`src/uctl_pkg.sv`:
```
// package: register map, field layouts and constants of the serial port
package uctl_pkg;

   // =====================================================================
   // register map (index; byte address is four times the index)
   localparam int ADDR_W = 10;
   localparam logic [7:0] IDX_CTRL   = 8'h98;
   localparam logic [7:0] IDX_DATA   = 8'h99;
   localparam logic [7:0] IDX_CLKSEL = 8'h9A;
   localparam logic [7:0] IDX_MASK   = 8'h9B;
   localparam logic [7:0] IDX_STAT   = 8'h9C;

   // =====================================================================
   // reset values
   localparam logic [7:0] CTRL_RST   = 8'h40;
   localparam logic [7:0] DATA_RST   = 8'h00;
   localparam logic [7:0] CLKSEL_RST = 8'h00;
   localparam logic [7:0] MASK_RST   = 8'h00;

   // =====================================================================
   // status and mask bit positions
   localparam int STAT_TX  = 0;
   localparam int STAT_RX  = 1;
   localparam int STAT_OVR = 2;

   // =====================================================================
   // timing
   localparam int OVS_DEF = 16;
   localparam int DIV_P01 = 4;
   localparam int DIV_P00 = 12;
   localparam int DIV_P10 = 48;
   localparam logic [1:0] PS_DIV12 = 2'h0;
   localparam logic [1:0] PS_DIV4  = 2'h1;
   localparam logic [1:0] PS_DIV48 = 2'h2;

   localparam logic [1:0] RESP_OKAY   = 2'h0;
   localparam logic [1:0] RESP_SLVERR = 2'h2;

   // =====================================================================
   // types
   typedef struct packed {
      logic frame_mode_select;
      logic unused_one;
      logic multiproc_enable;
      logic receive_enable_bit;
      logic tx_ninth_bit;
      logic rx_ninth_bit;
      logic tx_done_flag;
      logic rx_done_flag;
   } uctl_ctrl_s;

   typedef struct packed {
      logic [4:0] rsvd;
      logic       timer_clock_bypass;
      logic [1:0] timer_prescale_select;
   } uctl_clksel_s;

   typedef enum logic [2:0] {
      S_IDLE  = 3'h0,
      S_START = 3'h1,
      S_DATA  = 3'h2,
      S_NINTH = 3'h3,
      S_STOP  = 3'h4
   } uctl_bit_e;

   typedef enum logic [2:0] {
      SEL_NONE   = 3'h0,
      SEL_CTRL   = 3'h1,
      SEL_DATA   = 3'h2,
      SEL_CLKSEL = 3'h3,
      SEL_MASK   = 3'h4,
      SEL_STAT   = 3'h5
   } uctl_sel_e;

endpackage

```
`src/uctl_prescale.sv`:
```
// bit-rate timer clock enable: bypass or fixed prescale of the system clock
`timescale 1ns/1ps
module uctl_prescale (
   input  wire logic                  clk_sys,
   input  wire logic                  rst_n,
   input  wire uctl_pkg::uctl_clksel_s clksel,
   output logic                       timer_clk_en
);
   import uctl_pkg::*;

   logic [5:0] cnt_q;
   logic [5:0] last;

   always_comb begin
      case (clksel.timer_prescale_select)
         PS_DIV4:  last = 6'(DIV_P01 - 1);
         PS_DIV48: last = 6'(DIV_P10 - 1);
         default:  last = 6'(DIV_P00 - 1);
      endcase
   end

   always_ff @(posedge clk_sys or negedge rst_n) begin
      if (!rst_n) begin
         cnt_q        <= 6'h00;
         timer_clk_en <= 1'b0;
      end else if (clksel.timer_clock_bypass) begin
         cnt_q        <= 6'h00;
         timer_clk_en <= 1'b1;
      end else if (cnt_q >= last) begin
         cnt_q        <= 6'h00;
         timer_clk_en <= 1'b1;
      end else begin
         cnt_q        <= cnt_q + 6'h01;
         timer_clk_en <= 1'b0;
      end
   end
endmodule

```
`src/uctl_top.sv`:
```
// serial port 0: control, status, data buffer, frame engine, AXI4-Lite
// How it works
// - frames starting while receive enable is 0 are ignored.
// - nine-bit mode sends tx ninth bit; eight-bit mode ignores it.
// - accepted frame puts stop bit or ninth bit into rx ninth bit.
// - tx done sets at stop-bit start in both modes.
// - tx done flag raises interrupt when its mask bit is set.
// - hardware never clears done flags; software clears them.
// - rx done sets when the stop bit is sampled.
// - rx done flag raises interrupt when its mask bit is set.
// - data buffer write loads the transmit shifter, not the rx latch.
// - every data buffer write starts a new frame.
// - data buffer read returns the receive latch.
// - bypass gives system clock; else prescale 01/00/10 is /4/12/48.
// - mode bit 0 is eight-bit frames, 1 is nine-bit frames.
// - multiproc enable accepts a frame only if its ninth bit is 1.
// - latch and ninth bit load only while rx done is 0.
// - frame is start, eight data bits lsb first, optional ninth, stop.
`timescale 1ns/1ps
module uctl_top #(
   parameter int OVS = uctl_pkg::OVS_DEF
) (
   input  wire logic                        clk_sys,
   input  wire logic                        rst_n,
   input  wire logic [uctl_pkg::ADDR_W-1:0] s_axi_awaddr,
   input  wire logic                        s_axi_awvalid,
   output logic                             s_axi_awready,
   input  wire logic [31:0]                 s_axi_wdata,
   input  wire logic [3:0]                  s_axi_wstrb,
   input  wire logic                        s_axi_wvalid,
   output logic                             s_axi_wready,
   output logic [1:0]                       s_axi_bresp,
   output logic                             s_axi_bvalid,
   input  wire logic                        s_axi_bready,
   input  wire logic [uctl_pkg::ADDR_W-1:0] s_axi_araddr,
   input  wire logic                        s_axi_arvalid,
   output logic                             s_axi_arready,
   output logic [31:0]                      s_axi_rdata,
   output logic [1:0]                       s_axi_rresp,
   output logic                             s_axi_rvalid,
   input  wire logic                        s_axi_rready,
   input  wire logic                        baud_tick,
   input  wire logic                        rxd,
   output logic                             txd,
   output logic                             timer_clk_en,
   output logic                             irq
);
   import uctl_pkg::*;

   localparam int CW = $clog2(OVS);
   localparam logic [CW-1:0] CNT_LAST = CW'(OVS - 1);
   localparam logic [CW-1:0] CNT_HALF = CW'(OVS / 2 - 1);

   function automatic uctl_sel_e reg_sel(input logic [ADDR_W-1:0] a);
      case (a)
         {IDX_CTRL, 2'h0}:   reg_sel = SEL_CTRL;
         {IDX_DATA, 2'h0}:   reg_sel = SEL_DATA;
         {IDX_CLKSEL, 2'h0}: reg_sel = SEL_CLKSEL;
         {IDX_MASK, 2'h0}:   reg_sel = SEL_MASK;
         {IDX_STAT, 2'h0}:   reg_sel = SEL_STAT;
         default:            reg_sel = SEL_NONE;
      endcase
   endfunction

   uctl_ctrl_s        ctrl_q;
   uctl_clksel_s      clksel_q;
   logic [7:0]        mask_q;
   logic [7:0]        rx_latch_q;
   logic              ovr_q;
   logic [ADDR_W-1:0] aw_addr_q;
   logic [7:0]        w_data_q;
   logic              w_lane0_q;
   logic              aw_got_q;
   logic              w_got_q;
   uctl_bit_e         tx_st_q;
   uctl_bit_e         rx_st_q;
   logic [CW-1:0]     tx_cnt_q;
   logic [CW-1:0]     rx_cnt_q;
   logic [2:0]        tx_bit_q;
   logic [2:0]        rx_bit_q;
   logic [7:0]        tx_sh_q;
   logic [7:0]        rx_sh_q;
   logic              rx_ninth_q;
   logic              rxd_prev_q;

   // =====================================================================
   // AXI4-Lite write channel
   logic      wr_go;
   uctl_sel_e wr_sel;
   logic      wr_ctrl;
   logic      wr_data;
   logic      wr_clksel;
   logic      wr_mask;
   logic      wr_stat;
   uctl_ctrl_s w_ctrl;

   assign wr_go     = aw_got_q && w_got_q && !s_axi_bvalid;
   assign wr_sel    = reg_sel(aw_addr_q);
   assign wr_ctrl   = wr_go && w_lane0_q && wr_sel == SEL_CTRL;
   assign wr_data   = wr_go && w_lane0_q && wr_sel == SEL_DATA;
   assign wr_clksel = wr_go && w_lane0_q && wr_sel == SEL_CLKSEL;
   assign wr_mask   = wr_go && w_lane0_q && wr_sel == SEL_MASK;
   assign wr_stat   = wr_go && w_lane0_q && wr_sel == SEL_STAT;
   assign w_ctrl    = w_data_q;

   always_ff @(posedge clk_sys or negedge rst_n) begin
      if (!rst_n) begin
         s_axi_awready <= 1'b0;
         aw_got_q      <= 1'b0;
         aw_addr_q     <= '0;
      end else if (s_axi_awvalid && s_axi_awready) begin
         s_axi_awready <= 1'b0;
         aw_got_q      <= 1'b1;
         aw_addr_q     <= s_axi_awaddr;
      end else if (wr_go) begin
         aw_got_q      <= 1'b0;
      end else if (!aw_got_q && !s_axi_bvalid) begin
         s_axi_awready <= 1'b1;
      end
   end

   always_ff @(posedge clk_sys or negedge rst_n) begin
      if (!rst_n) begin
         s_axi_wready <= 1'b0;
         w_got_q      <= 1'b0;
         w_data_q     <= 8'h00;
         w_lane0_q    <= 1'b0;
      end else if (s_axi_wvalid && s_axi_wready) begin
         s_axi_wready <= 1'b0;
         w_got_q      <= 1'b1;
         w_data_q     <= s_axi_wdata[7:0];
         w_lane0_q    <= s_axi_wstrb[0];
      end else if (wr_go) begin
         w_got_q      <= 1'b0;
      end else if (!w_got_q && !s_axi_bvalid) begin
         s_axi_wready <= 1'b1;
      end
   end

   always_ff @(posedge clk_sys or negedge rst_n) begin
      if (!rst_n) begin
         s_axi_bvalid <= 1'b0;
         s_axi_bresp  <= RESP_OKAY;
      end else if (wr_go) begin
         s_axi_bvalid <= 1'b1;
         s_axi_bresp  <= (wr_sel == SEL_NONE) ? RESP_SLVERR : RESP_OKAY;
      end else if (s_axi_bready) begin
         s_axi_bvalid <= 1'b0;
      end
   end

   // =====================================================================
   // AXI4-Lite read channel
   logic [7:0] rd_byte;
   uctl_sel_e  rd_sel;

   assign rd_sel = reg_sel(s_axi_araddr);

   always_comb begin
      case (rd_sel)
         SEL_CTRL:   rd_byte = ctrl_q | CTRL_RST;
         SEL_DATA:   rd_byte = rx_latch_q;
         SEL_CLKSEL: rd_byte = clksel_q;
         SEL_MASK:   rd_byte = mask_q;
         SEL_STAT:   rd_byte = {5'h00, ovr_q, ctrl_q.rx_done_flag,
                                ctrl_q.tx_done_flag};
         default:    rd_byte = 8'h00;
      endcase
   end

   always_ff @(posedge clk_sys or negedge rst_n) begin
      if (!rst_n) begin
         s_axi_arready <= 1'b0;
         s_axi_rvalid  <= 1'b0;
         s_axi_rdata   <= 32'h0000_0000;
         s_axi_rresp   <= RESP_OKAY;
      end else if (s_axi_arvalid && s_axi_arready) begin
         s_axi_arready <= 1'b0;
         s_axi_rvalid  <= 1'b1;
         s_axi_rdata   <= {24'h00_0000, rd_byte};
         s_axi_rresp   <= (rd_sel == SEL_NONE) ? RESP_SLVERR : RESP_OKAY;
      end else if (s_axi_rvalid) begin
         s_axi_rvalid  <= !s_axi_rready;
      end else begin
         s_axi_arready <= 1'b1;
      end
   end

   // =====================================================================
   // transmitter
   logic tx_bit_end;
   logic tx_ti_set;

   assign tx_bit_end = baud_tick && tx_cnt_q == CNT_LAST;
   assign tx_ti_set  = tx_bit_end && ((tx_st_q == S_DATA && tx_bit_q == 3'h7
                       && !ctrl_q.frame_mode_select)
                       || tx_st_q == S_NINTH);

   always_ff @(posedge clk_sys or negedge rst_n) begin
      if (!rst_n) begin
         tx_st_q  <= S_IDLE;
         tx_cnt_q <= '0;
         tx_bit_q <= 3'h0;
         tx_sh_q  <= DATA_RST;
         txd      <= 1'b1;
      end else if (wr_data) begin
         tx_st_q  <= S_START;
         tx_cnt_q <= '0;
         tx_bit_q <= 3'h0;
         tx_sh_q  <= w_data_q;
         txd      <= 1'b0;
      end else if (tx_st_q != S_IDLE && baud_tick) begin
         tx_cnt_q <= tx_bit_end ? '0 : tx_cnt_q + CW'(1);
         if (tx_bit_end) begin
            case (tx_st_q)
               S_START: begin
                  tx_st_q <= S_DATA;
                  txd     <= tx_sh_q[0];
               end
               S_DATA: begin
                  tx_bit_q <= tx_bit_q + 3'h1;
                  tx_sh_q  <= {1'b0, tx_sh_q[7:1]};
                  if (tx_bit_q != 3'h7) begin
                     txd <= tx_sh_q[1];
                  end else if (ctrl_q.frame_mode_select) begin
                     tx_st_q <= S_NINTH;
                     txd     <= ctrl_q.tx_ninth_bit;
                  end else begin
                     tx_st_q <= S_STOP;
                     txd     <= 1'b1;
                  end
               end
               S_NINTH: begin
                  tx_st_q <= S_STOP;
                  txd     <= 1'b1;
               end
               default: begin
                  tx_st_q <= S_IDLE;
                  txd     <= 1'b1;
               end
            endcase
         end
      end
   end

   // =====================================================================
   // receiver
   logic rx_bit_end;
   logic rx_stop_smp;
   logic rx_ninth_val;
   logic rx_addr_ok;
   logic rx_accept;

   assign rx_bit_end   = baud_tick && rx_cnt_q == CNT_LAST;
   assign rx_stop_smp  = rx_bit_end && rx_st_q == S_STOP;
   assign rx_ninth_val = ctrl_q.frame_mode_select ? rx_ninth_q : rxd;
   assign rx_addr_ok   = !ctrl_q.multiproc_enable || rx_ninth_val;
   assign rx_accept    = rx_stop_smp && rx_addr_ok
                         && !ctrl_q.rx_done_flag;

   always_ff @(posedge clk_sys or negedge rst_n) begin
      if (!rst_n) begin
         rx_st_q    <= S_IDLE;
         rx_cnt_q   <= '0;
         rx_bit_q   <= 3'h0;
         rx_sh_q    <= 8'h00;
         rx_ninth_q <= 1'b0;
         rxd_prev_q <= 1'b1;
      end else begin
         rxd_prev_q <= rxd;
         case (rx_st_q)
            S_IDLE: begin
               if (ctrl_q.receive_enable_bit && rxd_prev_q && !rxd) begin
                  rx_st_q  <= S_START;
                  rx_cnt_q <= '0;
               end
            end
            S_START: begin
               if (baud_tick && rx_cnt_q == CNT_HALF) begin
                  rx_st_q  <= rxd ? S_IDLE : S_DATA;
                  rx_cnt_q <= '0;
                  rx_bit_q <= 3'h0;
               end else if (baud_tick) begin
                  rx_cnt_q <= rx_cnt_q + CW'(1);
               end
            end
            S_DATA, S_NINTH, S_STOP: begin
               if (rx_bit_end) begin
                  rx_cnt_q <= '0;
                  if (rx_st_q == S_DATA) begin
                     rx_sh_q  <= {rxd, rx_sh_q[7:1]};
                     rx_bit_q <= rx_bit_q + 3'h1;
                     if (rx_bit_q == 3'h7) begin
                        rx_st_q <= ctrl_q.frame_mode_select ? S_NINTH
                                                            : S_STOP;
                     end
                  end else if (rx_st_q == S_NINTH) begin
                     rx_ninth_q <= rxd;
                     rx_st_q    <= S_STOP;
                  end else begin
                     rx_st_q <= S_IDLE;
                  end
               end else if (baud_tick) begin
                  rx_cnt_q <= rx_cnt_q + CW'(1);
               end
            end
            default: rx_st_q <= S_IDLE;
         endcase
      end
   end

   always_ff @(posedge clk_sys or negedge rst_n) begin
      if (!rst_n) begin
         rx_latch_q <= DATA_RST;
      end else if (rx_accept) begin
         rx_latch_q <= rx_sh_q;
      end
   end

   // =====================================================================
   // control, status, mask and clock select registers
   logic clr_ti;
   logic clr_ri;

   assign clr_ti = wr_stat && w_data_q[STAT_TX];
   assign clr_ri = wr_stat && w_data_q[STAT_RX];

   always_ff @(posedge clk_sys or negedge rst_n) begin
      if (!rst_n) begin
         ctrl_q <= CTRL_RST;
      end else begin
         ctrl_q.unused_one <= 1'b1;
         if (wr_ctrl) begin
            ctrl_q.frame_mode_select  <= w_ctrl.frame_mode_select;
            ctrl_q.multiproc_enable   <= w_ctrl.multiproc_enable;
            ctrl_q.receive_enable_bit <= w_ctrl.receive_enable_bit;
            ctrl_q.tx_ninth_bit       <= w_ctrl.tx_ninth_bit;
         end
         if (rx_accept) begin
            ctrl_q.rx_ninth_bit <= rx_ninth_val;
         end else if (wr_ctrl) begin
            ctrl_q.rx_ninth_bit <= w_ctrl.rx_ninth_bit;
         end
         // set beats a same-cycle clear
         ctrl_q.tx_done_flag <= tx_ti_set || (wr_ctrl ? w_ctrl.tx_done_flag
                                : ctrl_q.tx_done_flag && !clr_ti);
         ctrl_q.rx_done_flag <= rx_accept || (wr_ctrl ? w_ctrl.rx_done_flag
                                : ctrl_q.rx_done_flag && !clr_ri);
      end
   end

   always_ff @(posedge clk_sys or negedge rst_n) begin
      if (!rst_n) begin
         ovr_q <= 1'b0;
      end else begin
         ovr_q <= (rx_stop_smp && rx_addr_ok && ctrl_q.rx_done_flag)
                  || (ovr_q && !(wr_stat && w_data_q[STAT_OVR]));
      end
   end

   always_ff @(posedge clk_sys or negedge rst_n) begin
      if (!rst_n) begin
         clksel_q <= CLKSEL_RST;
         mask_q   <= MASK_RST;
      end else begin
         if (wr_clksel) begin
            clksel_q <= {5'h00, w_data_q[2:0]};
         end
         if (wr_mask) begin
            mask_q <= {5'h00, w_data_q[2:0]};
         end
      end
   end

   always_ff @(posedge clk_sys or negedge rst_n) begin
      if (!rst_n) begin
         irq <= 1'b0;
      end else begin
         irq <= |({ovr_q, ctrl_q.rx_done_flag, ctrl_q.tx_done_flag}
                  & mask_q[2:0]);
      end
   end

   uctl_prescale u_prescale (
      .clk_sys      (clk_sys),
      .rst_n        (rst_n),
      .clksel       (clksel_q),
      .timer_clk_en (timer_clk_en)
   );
endmodule

```
`config.mk`:
```
export PLATFORM = sky130hd
export DESIGN_NAME = uctl_top
export DESIGN_NICKNAME = d
export VERILOG_FILES = /design/src/uctl_pkg.sv /design/src/uctl_prescale.sv /design/src/uctl_top.sv
export SDC_FILE = /design/constraint.sdc
export NUM_CORES = 1
export LEC_CHECK = 0
export BUFFER_PORTS_ARGS = -buffer_cell sky130_fd_sc_hd__buf_2
export CORE_ASPECT_RATIO = 0.6
export CORE_MARGIN = 2
export CORE_UTILIZATION = 45
export CTS_CLUSTER_SIZE = 10
export DETAILED_ROUTE_END_ITERATION = 6
export PLACE_DENSITY = 0.68
export SLEW_MARGIN = 20
export SYNTH_ARGS = -nofsm -noshare
export SYNTH_HDL_FRONTEND = slang
export SYNTH_SLANG_ARGS = --single-unit
```
`constraint.sdc`:
```
create_clock -name clk_sys -period 2.6 [get_ports clk_sys]
set_input_delay 0.78 -clock clk_sys [delete_from_list [all_inputs] [get_ports clk_sys]]
set_output_delay 0.78 -clock clk_sys [all_outputs]
set_load 0.01 [all_outputs]
```
[Yosys cells after proc, flatten, opt, wreduce, memory -nomap -nowiden]
Cells that the tools add are included.
Word-level totals
  logic and storage cells: 236
  input port bits: 65
  register bits: 107
  output and inout port bits: 44
Operators by class
  equality and inequality tests: 44
  reductions and logical operators: 75
  order comparisons: 1
  add/sub/neg operators: 5
  bitwise gates (word level): 2
  multiplexer cells: 70
Operator list (number)
  10-bit equality test, second input constant: 10
  3-bit two-way mux: 18
  8-bit case mux with 5 select lines: 1
  1-bit logical AND: 32
  8-bit two-way mux: 4
  3-bit case mux with 5 select lines: 2
  4-bit two-way mux: 7
  1-bit two-way mux: 27
  3-bit by 2-bit equality test with 1-bit output, second input constant: 8
  3-bit equality test, second input constant: 7
  2-bit nonzero test: 10
  3-bit case mux with 3 select lines: 2
  3-bit by 1-bit equality test with 1-bit output, second input constant: 4
  6-bit two-way mux: 2
  4-bit case mux with 3 select lines: 1
  6-bit case mux with 2 select lines: 1
  4-bit AND reduction: 3
  1-bit zero test: 11
  3-bit zero test: 3
  3-bit != test, second input constant: 3
  3-bit AND reduction: 3
  4-bit by 1-bit adder with 4-bit output, second input constant: 2
  4-bit equality test, second input constant: 2
  2-bit != test, second input constant: 4
  other kinds (16): 30

[Depth between registers and ports, before layout]
  word-level depth: 9
  depth in mapped cells: 6

[Hierarchy]
Synthesis repeated with hierarchy kept, for this count alone.
Second synthesis, totals
  cell total of the unflattened synthesis: 457
  area, all modules: 5151.2 sq um
Modules (own cells, without submodules)
  uctl_top: area an instance 4795.8 sq um, times used 1, cells each 424
  uctl_prescale: area an instance 355.3 sq um, times used 1, cells each 33

[Worst setup path before layout]
OpenSTA, ideal clock, no wires.
  kind: input -> register
  from: input baud_tick
  to: register rx_latch_q[0]
  cell stages on the path: 5
  arrival: 2.017 ns
  setup slack: 0.458 ns
  data required time: 2.475 ns
  buffers on the path: 2
  cells stage by stage: buf_4 nand4_1 a2111oi_4 buf_6 mux2_4
On the way
  word-level cells in the longest chain between the ends: 4
RTL lines
  from (decl): RTL line uctl_top.sv:42  | input wire logic baud_tick,
  1-bit logical AND: RTL line uctl_top.sv:254  | assign rx_bit_end = baud_tick && rx_cnt_q == CNT_LAST;
  1-bit logical AND: RTL line uctl_top.sv:255  | assign rx_stop_smp = rx_bit_end && rx_st_q == S_STOP;
  1-bit logical AND: RTL line uctl_top.sv:258  | assign rx_accept = rx_stop_smp && rx_addr_ok
  1-bit logical AND: RTL line uctl_top.sv:259  | && !ctrl_q.rx_done_flag;
  to (signal assigned): RTL line uctl_top.sv:316  | rx_latch_q <= rx_sh_q;
  to (decl): RTL line uctl_top.sv:68  | logic [7:0] rx_latch_q;
No other way between the ends.
A chain may end at the register's enable or synchronous reset.

[Worst setup path after layout]
  from: register rx_st_q[2]
  to: register rx_latch_q[7]
On the way
  word-level cells in the longest chain between the ends: 4
RTL lines
  from (decl): RTL line uctl_top.sv:76  | uctl_bit_e rx_st_q;
  from (signal assigned): RTL line uctl_top.sv:280  | rx_st_q <= rxd ? S_IDLE : S_DATA;
  from (signal assigned): RTL line uctl_top.sv:294  | rx_st_q <= ctrl_q.frame_mode_select ? S_NINTH
  3-bit equality test: RTL line uctl_top.sv:255
  1-bit logical AND: RTL line uctl_top.sv:255
  1-bit logical AND: RTL line uctl_top.sv:258
  1-bit logical AND: RTL line uctl_top.sv:259
No other way between the ends.

==> results.sh <==
export IMPL_synthCells=450
export IMPL_drtIter0Drc=231
export IMPL_wl_um=9970
export IMPL_cp_buffers_inverters=1
export IMPL_cts_resized=0
export IMPL_via_per_inst=5.41
export IMPL_hold_worst_slack_ns=0.255
export IMPL_ctsHoldBuffers=0
export IMPL_synthArstFlopShare_pct=100
export IMPL_r2r_setup_slack_ns=0.56
export IMPL_path_delay_family="flip-flops"
export IMPL_dieWidth_um=142
export IMPL_required_ns=2.83
export IMPL_clkTransAtPathRegs_ns=0.07
export IMPL_worst_ep_arrival_time_ns=2.27
export IMPL_cts_setup_buffers=0
export IMPL_rr_worst_depth=4
export IMPL_status="finished, final reports clean"
export IMPL_p_leak_nw=2.74
export IMPL_hold_viol_final=0
export IMPL_syn_to_final_growth_pct=13.4
export IMPL_grt_use_total_pct=17.8
export IMPL_drc=0
export IMPL_rows=30
export IMPL_layout_common_cells="dfrtp_1 (103), buf_2 (54), mux2_2 (39)"
export IMPL_max_freq_ghz=0.491
export IMPL_rr_endpoint="rx_latch_q[7]"
export IMPL_drtAntennaViolNets=0
export IMPL_layout_commonest_cell="dfrtp_1"
export IMPL_h_tree_depth=3
export IMPL_nNetsFinal=581
export IMPL_rsz0062_at_grt="no"
export IMPL_numCtsBuffers=9
export IMPL_ys_types=61
export IMPL_min_path_type="primary input to asynchronous set/reset pin"
export IMPL_period_needed_ns=2.04
export IMPL_ctsRootBufferMaster="clkbuf_16"
export IMPL_end_kind="flip-flop"
export IMPL_cp_slowest_cell="dfrtp_1"
export IMPL_n_antenna_cell=0
export IMPL_grt_overflow=0
export IMPL_grt_pass1_wl_um=17100
export IMPL_maxSlewViolCount=0
export IMPL_maxCapViolCount=0
export IMPL_ir_drop_v=0.000566
export IMPL_start_util_pct=45.8
export IMPL_multi_input_comb_area_sq_um=2260
export IMPL_io_buffers=55
export IMPL_cts_tree="built"
export IMPL_clockBufferDepth=2
export IMPL_synth_edf_count=0
export IMPL_hpwl_um=7260
export IMPL_path_max_fanout=9
export IMPL_yosysSeqAreaShare_pct=51.3
export IMPL_finalCritPeriodShare_pct=78.4
export IMPL_yosys_warnings=0
export IMPL_io_pins=109
export IMPL_die_area_sq_um=12300
export IMPL_grt_pass1_vias=3445
export IMPL_syn_area_sq_um=5120
export IMPL_die_h_um=86.6
export IMPL_power_density_nw_per_um2=867
export IMPL_regArea_sq_um=2630
export IMPL_cts_sink_count=105
export IMPL_coreArea_sq_um=11200
export IMPL_n_fill_cell=975
export IMPL_setup_violations=0
export IMPL_drt_wirelength_per_cell_um=15.2
export IMPL_synthFlopType="dfrtp_1"
export IMPL_grt_max_degree=58
export IMPL_crit_chain="or3b_4 -> a2111oi_4 -> buf_12 -> mux2_2"
export IMPL_r2r_start="rx_st_q[2]"
export IMPL_insertion_delay_ns=0.35
export IMPL_critPathLaunchType="flip-flop"
export IMPL_worstSetupPathType="flip-flop to flip-flop"
export IMPL_slowest_delay_ns=0.49
export IMPL_drive_above_1_share_pct=26.2
export IMPL_worst_pin_slew_ns=0.660
export IMPL_syn_avg_cell_area_sq_um=11.4
export IMPL_first_pass_iters=4
export IMPL_skew_ns=0.00589
export IMPL_vias=3542
export IMPL_synth_seq_cells=105
export IMPL_setup_tns_ns=0
export IMPL_antenna_found_initial=0
export IMPL_max_slew_margin_rel_pct=55.7
export IMPL_gp_congestion=0.801
-- registers in the layout (all words and copies together), names as in the netlist, 3 cells and up --
name and cells:
clksel_q 3, tx_cnt_q 4, tx_bit_q 3, ctrl_q 7, rx_st_q 3, rx_sh_q 8, w_ctrl 8, aw_addr_q 10
tx_st_q 3, s_axi_rdata 8, rx_cnt_q 4, rx_bit_q 3, mask_q 3, u_prescale.cnt_q 6, tx_sh_q 8, rx_latch_q 8
-- power breakdown --
part | total, W | switching (W) | internal (W)
logic | 0.00114 | 0.000575 | 0.000561
registers | 0.00246 | 0.000430 | 0.00203
clock network | 0.00145 | 0.000599 | 0.000847
-- per-layer routing --
metal  GRT usage, %  share of wire (%)  wire length, um
met1           26.2                 51             5040
met2           25.5                 44             4380
met3           4.97                4.6              459
met4           5.73               0.96               96
met5              0                  0                0
-- synth_stat cells (5+ instances only) --
master	n	area [sq um]
a31oi_1	5	31.3
o21a_1	6	45.0
a21oi_1	17	85.1
nand3_1	13	65.1
mux2i_1	16	160
or3_1	5	31.3
clkbuf_1	13	48.8
mux2_2	39	439
o21ai_0	25	125
mux2_4	7	105
nor2_1	35	131
nand2b_1	5	31.3
ha_1	10	125
and2_1	8	50.1
inv_1	12	45.0
nand4_1	5	31.3
nor3_1	5	25.0
nand2_1	19	71.3
dfrtp_1	103	2580
buf_4	28	210
a221o_1	5	50.1
-- how the worst max path moves through the flow --
stage	slack (ns)	depth (start not counted)	start	end
final	0.56	4	rx_st_q[2]	rx_latch_q[7]
after global placement	0.30	5	baud_tick	rx_latch_q[7]
after CTS	0.59	4	rx_st_q[2]	rx_latch_q[7]
after detailed placement	0.27	6	baud_tick	tx_sh_q[1]
after floorplan	0.46	5	baud_tick	rx_latch_q[0]
after global routing	0.47	5	rx_st_q[1]	rx_cnt_q[1]
-- cells by family after synthesis --
group | Yosys count | share of synthesized area, %
other | 1 | 0.0732
DFF | 105 | 51.3
and+or+nand+nor | 122 | 13.2
xor gates and xnor gates | 7 | 1.20
muxes | 62 | 13.8
buffers and inverters | 56 | 6.35
adders and majority gates | 10 | 2.44
AOI/OAI and AO/OA | 87 | 11.7
-- through the flow --
stage                     area (sq um)  power [W]  setup WS, ns  std cells  util (%)
after floorplan                   5220    0.00325         0.458        475         -
after global placement            5490    0.00355         0.301        639      49.0
after detailed placement          5490    0.00362         0.272        639      49.0
after CTS                         5810    0.00509         0.588        655      51.9
after global routing              5810    0.00540         0.468        655      51.9
final                             5810    0.00504         0.561        655      51.9
-- final cells by class --
cell class,instances,area share (%)
sequential,105,45.3
multi-input combinational,314,38.9
timing repair buffer,64,6.38
clock buffer,10,3.94
tap,144,3.10
clock inverter,6,1.59
inverter,12,0.776
Note: power is estimated with default switching activity, not from simulation.
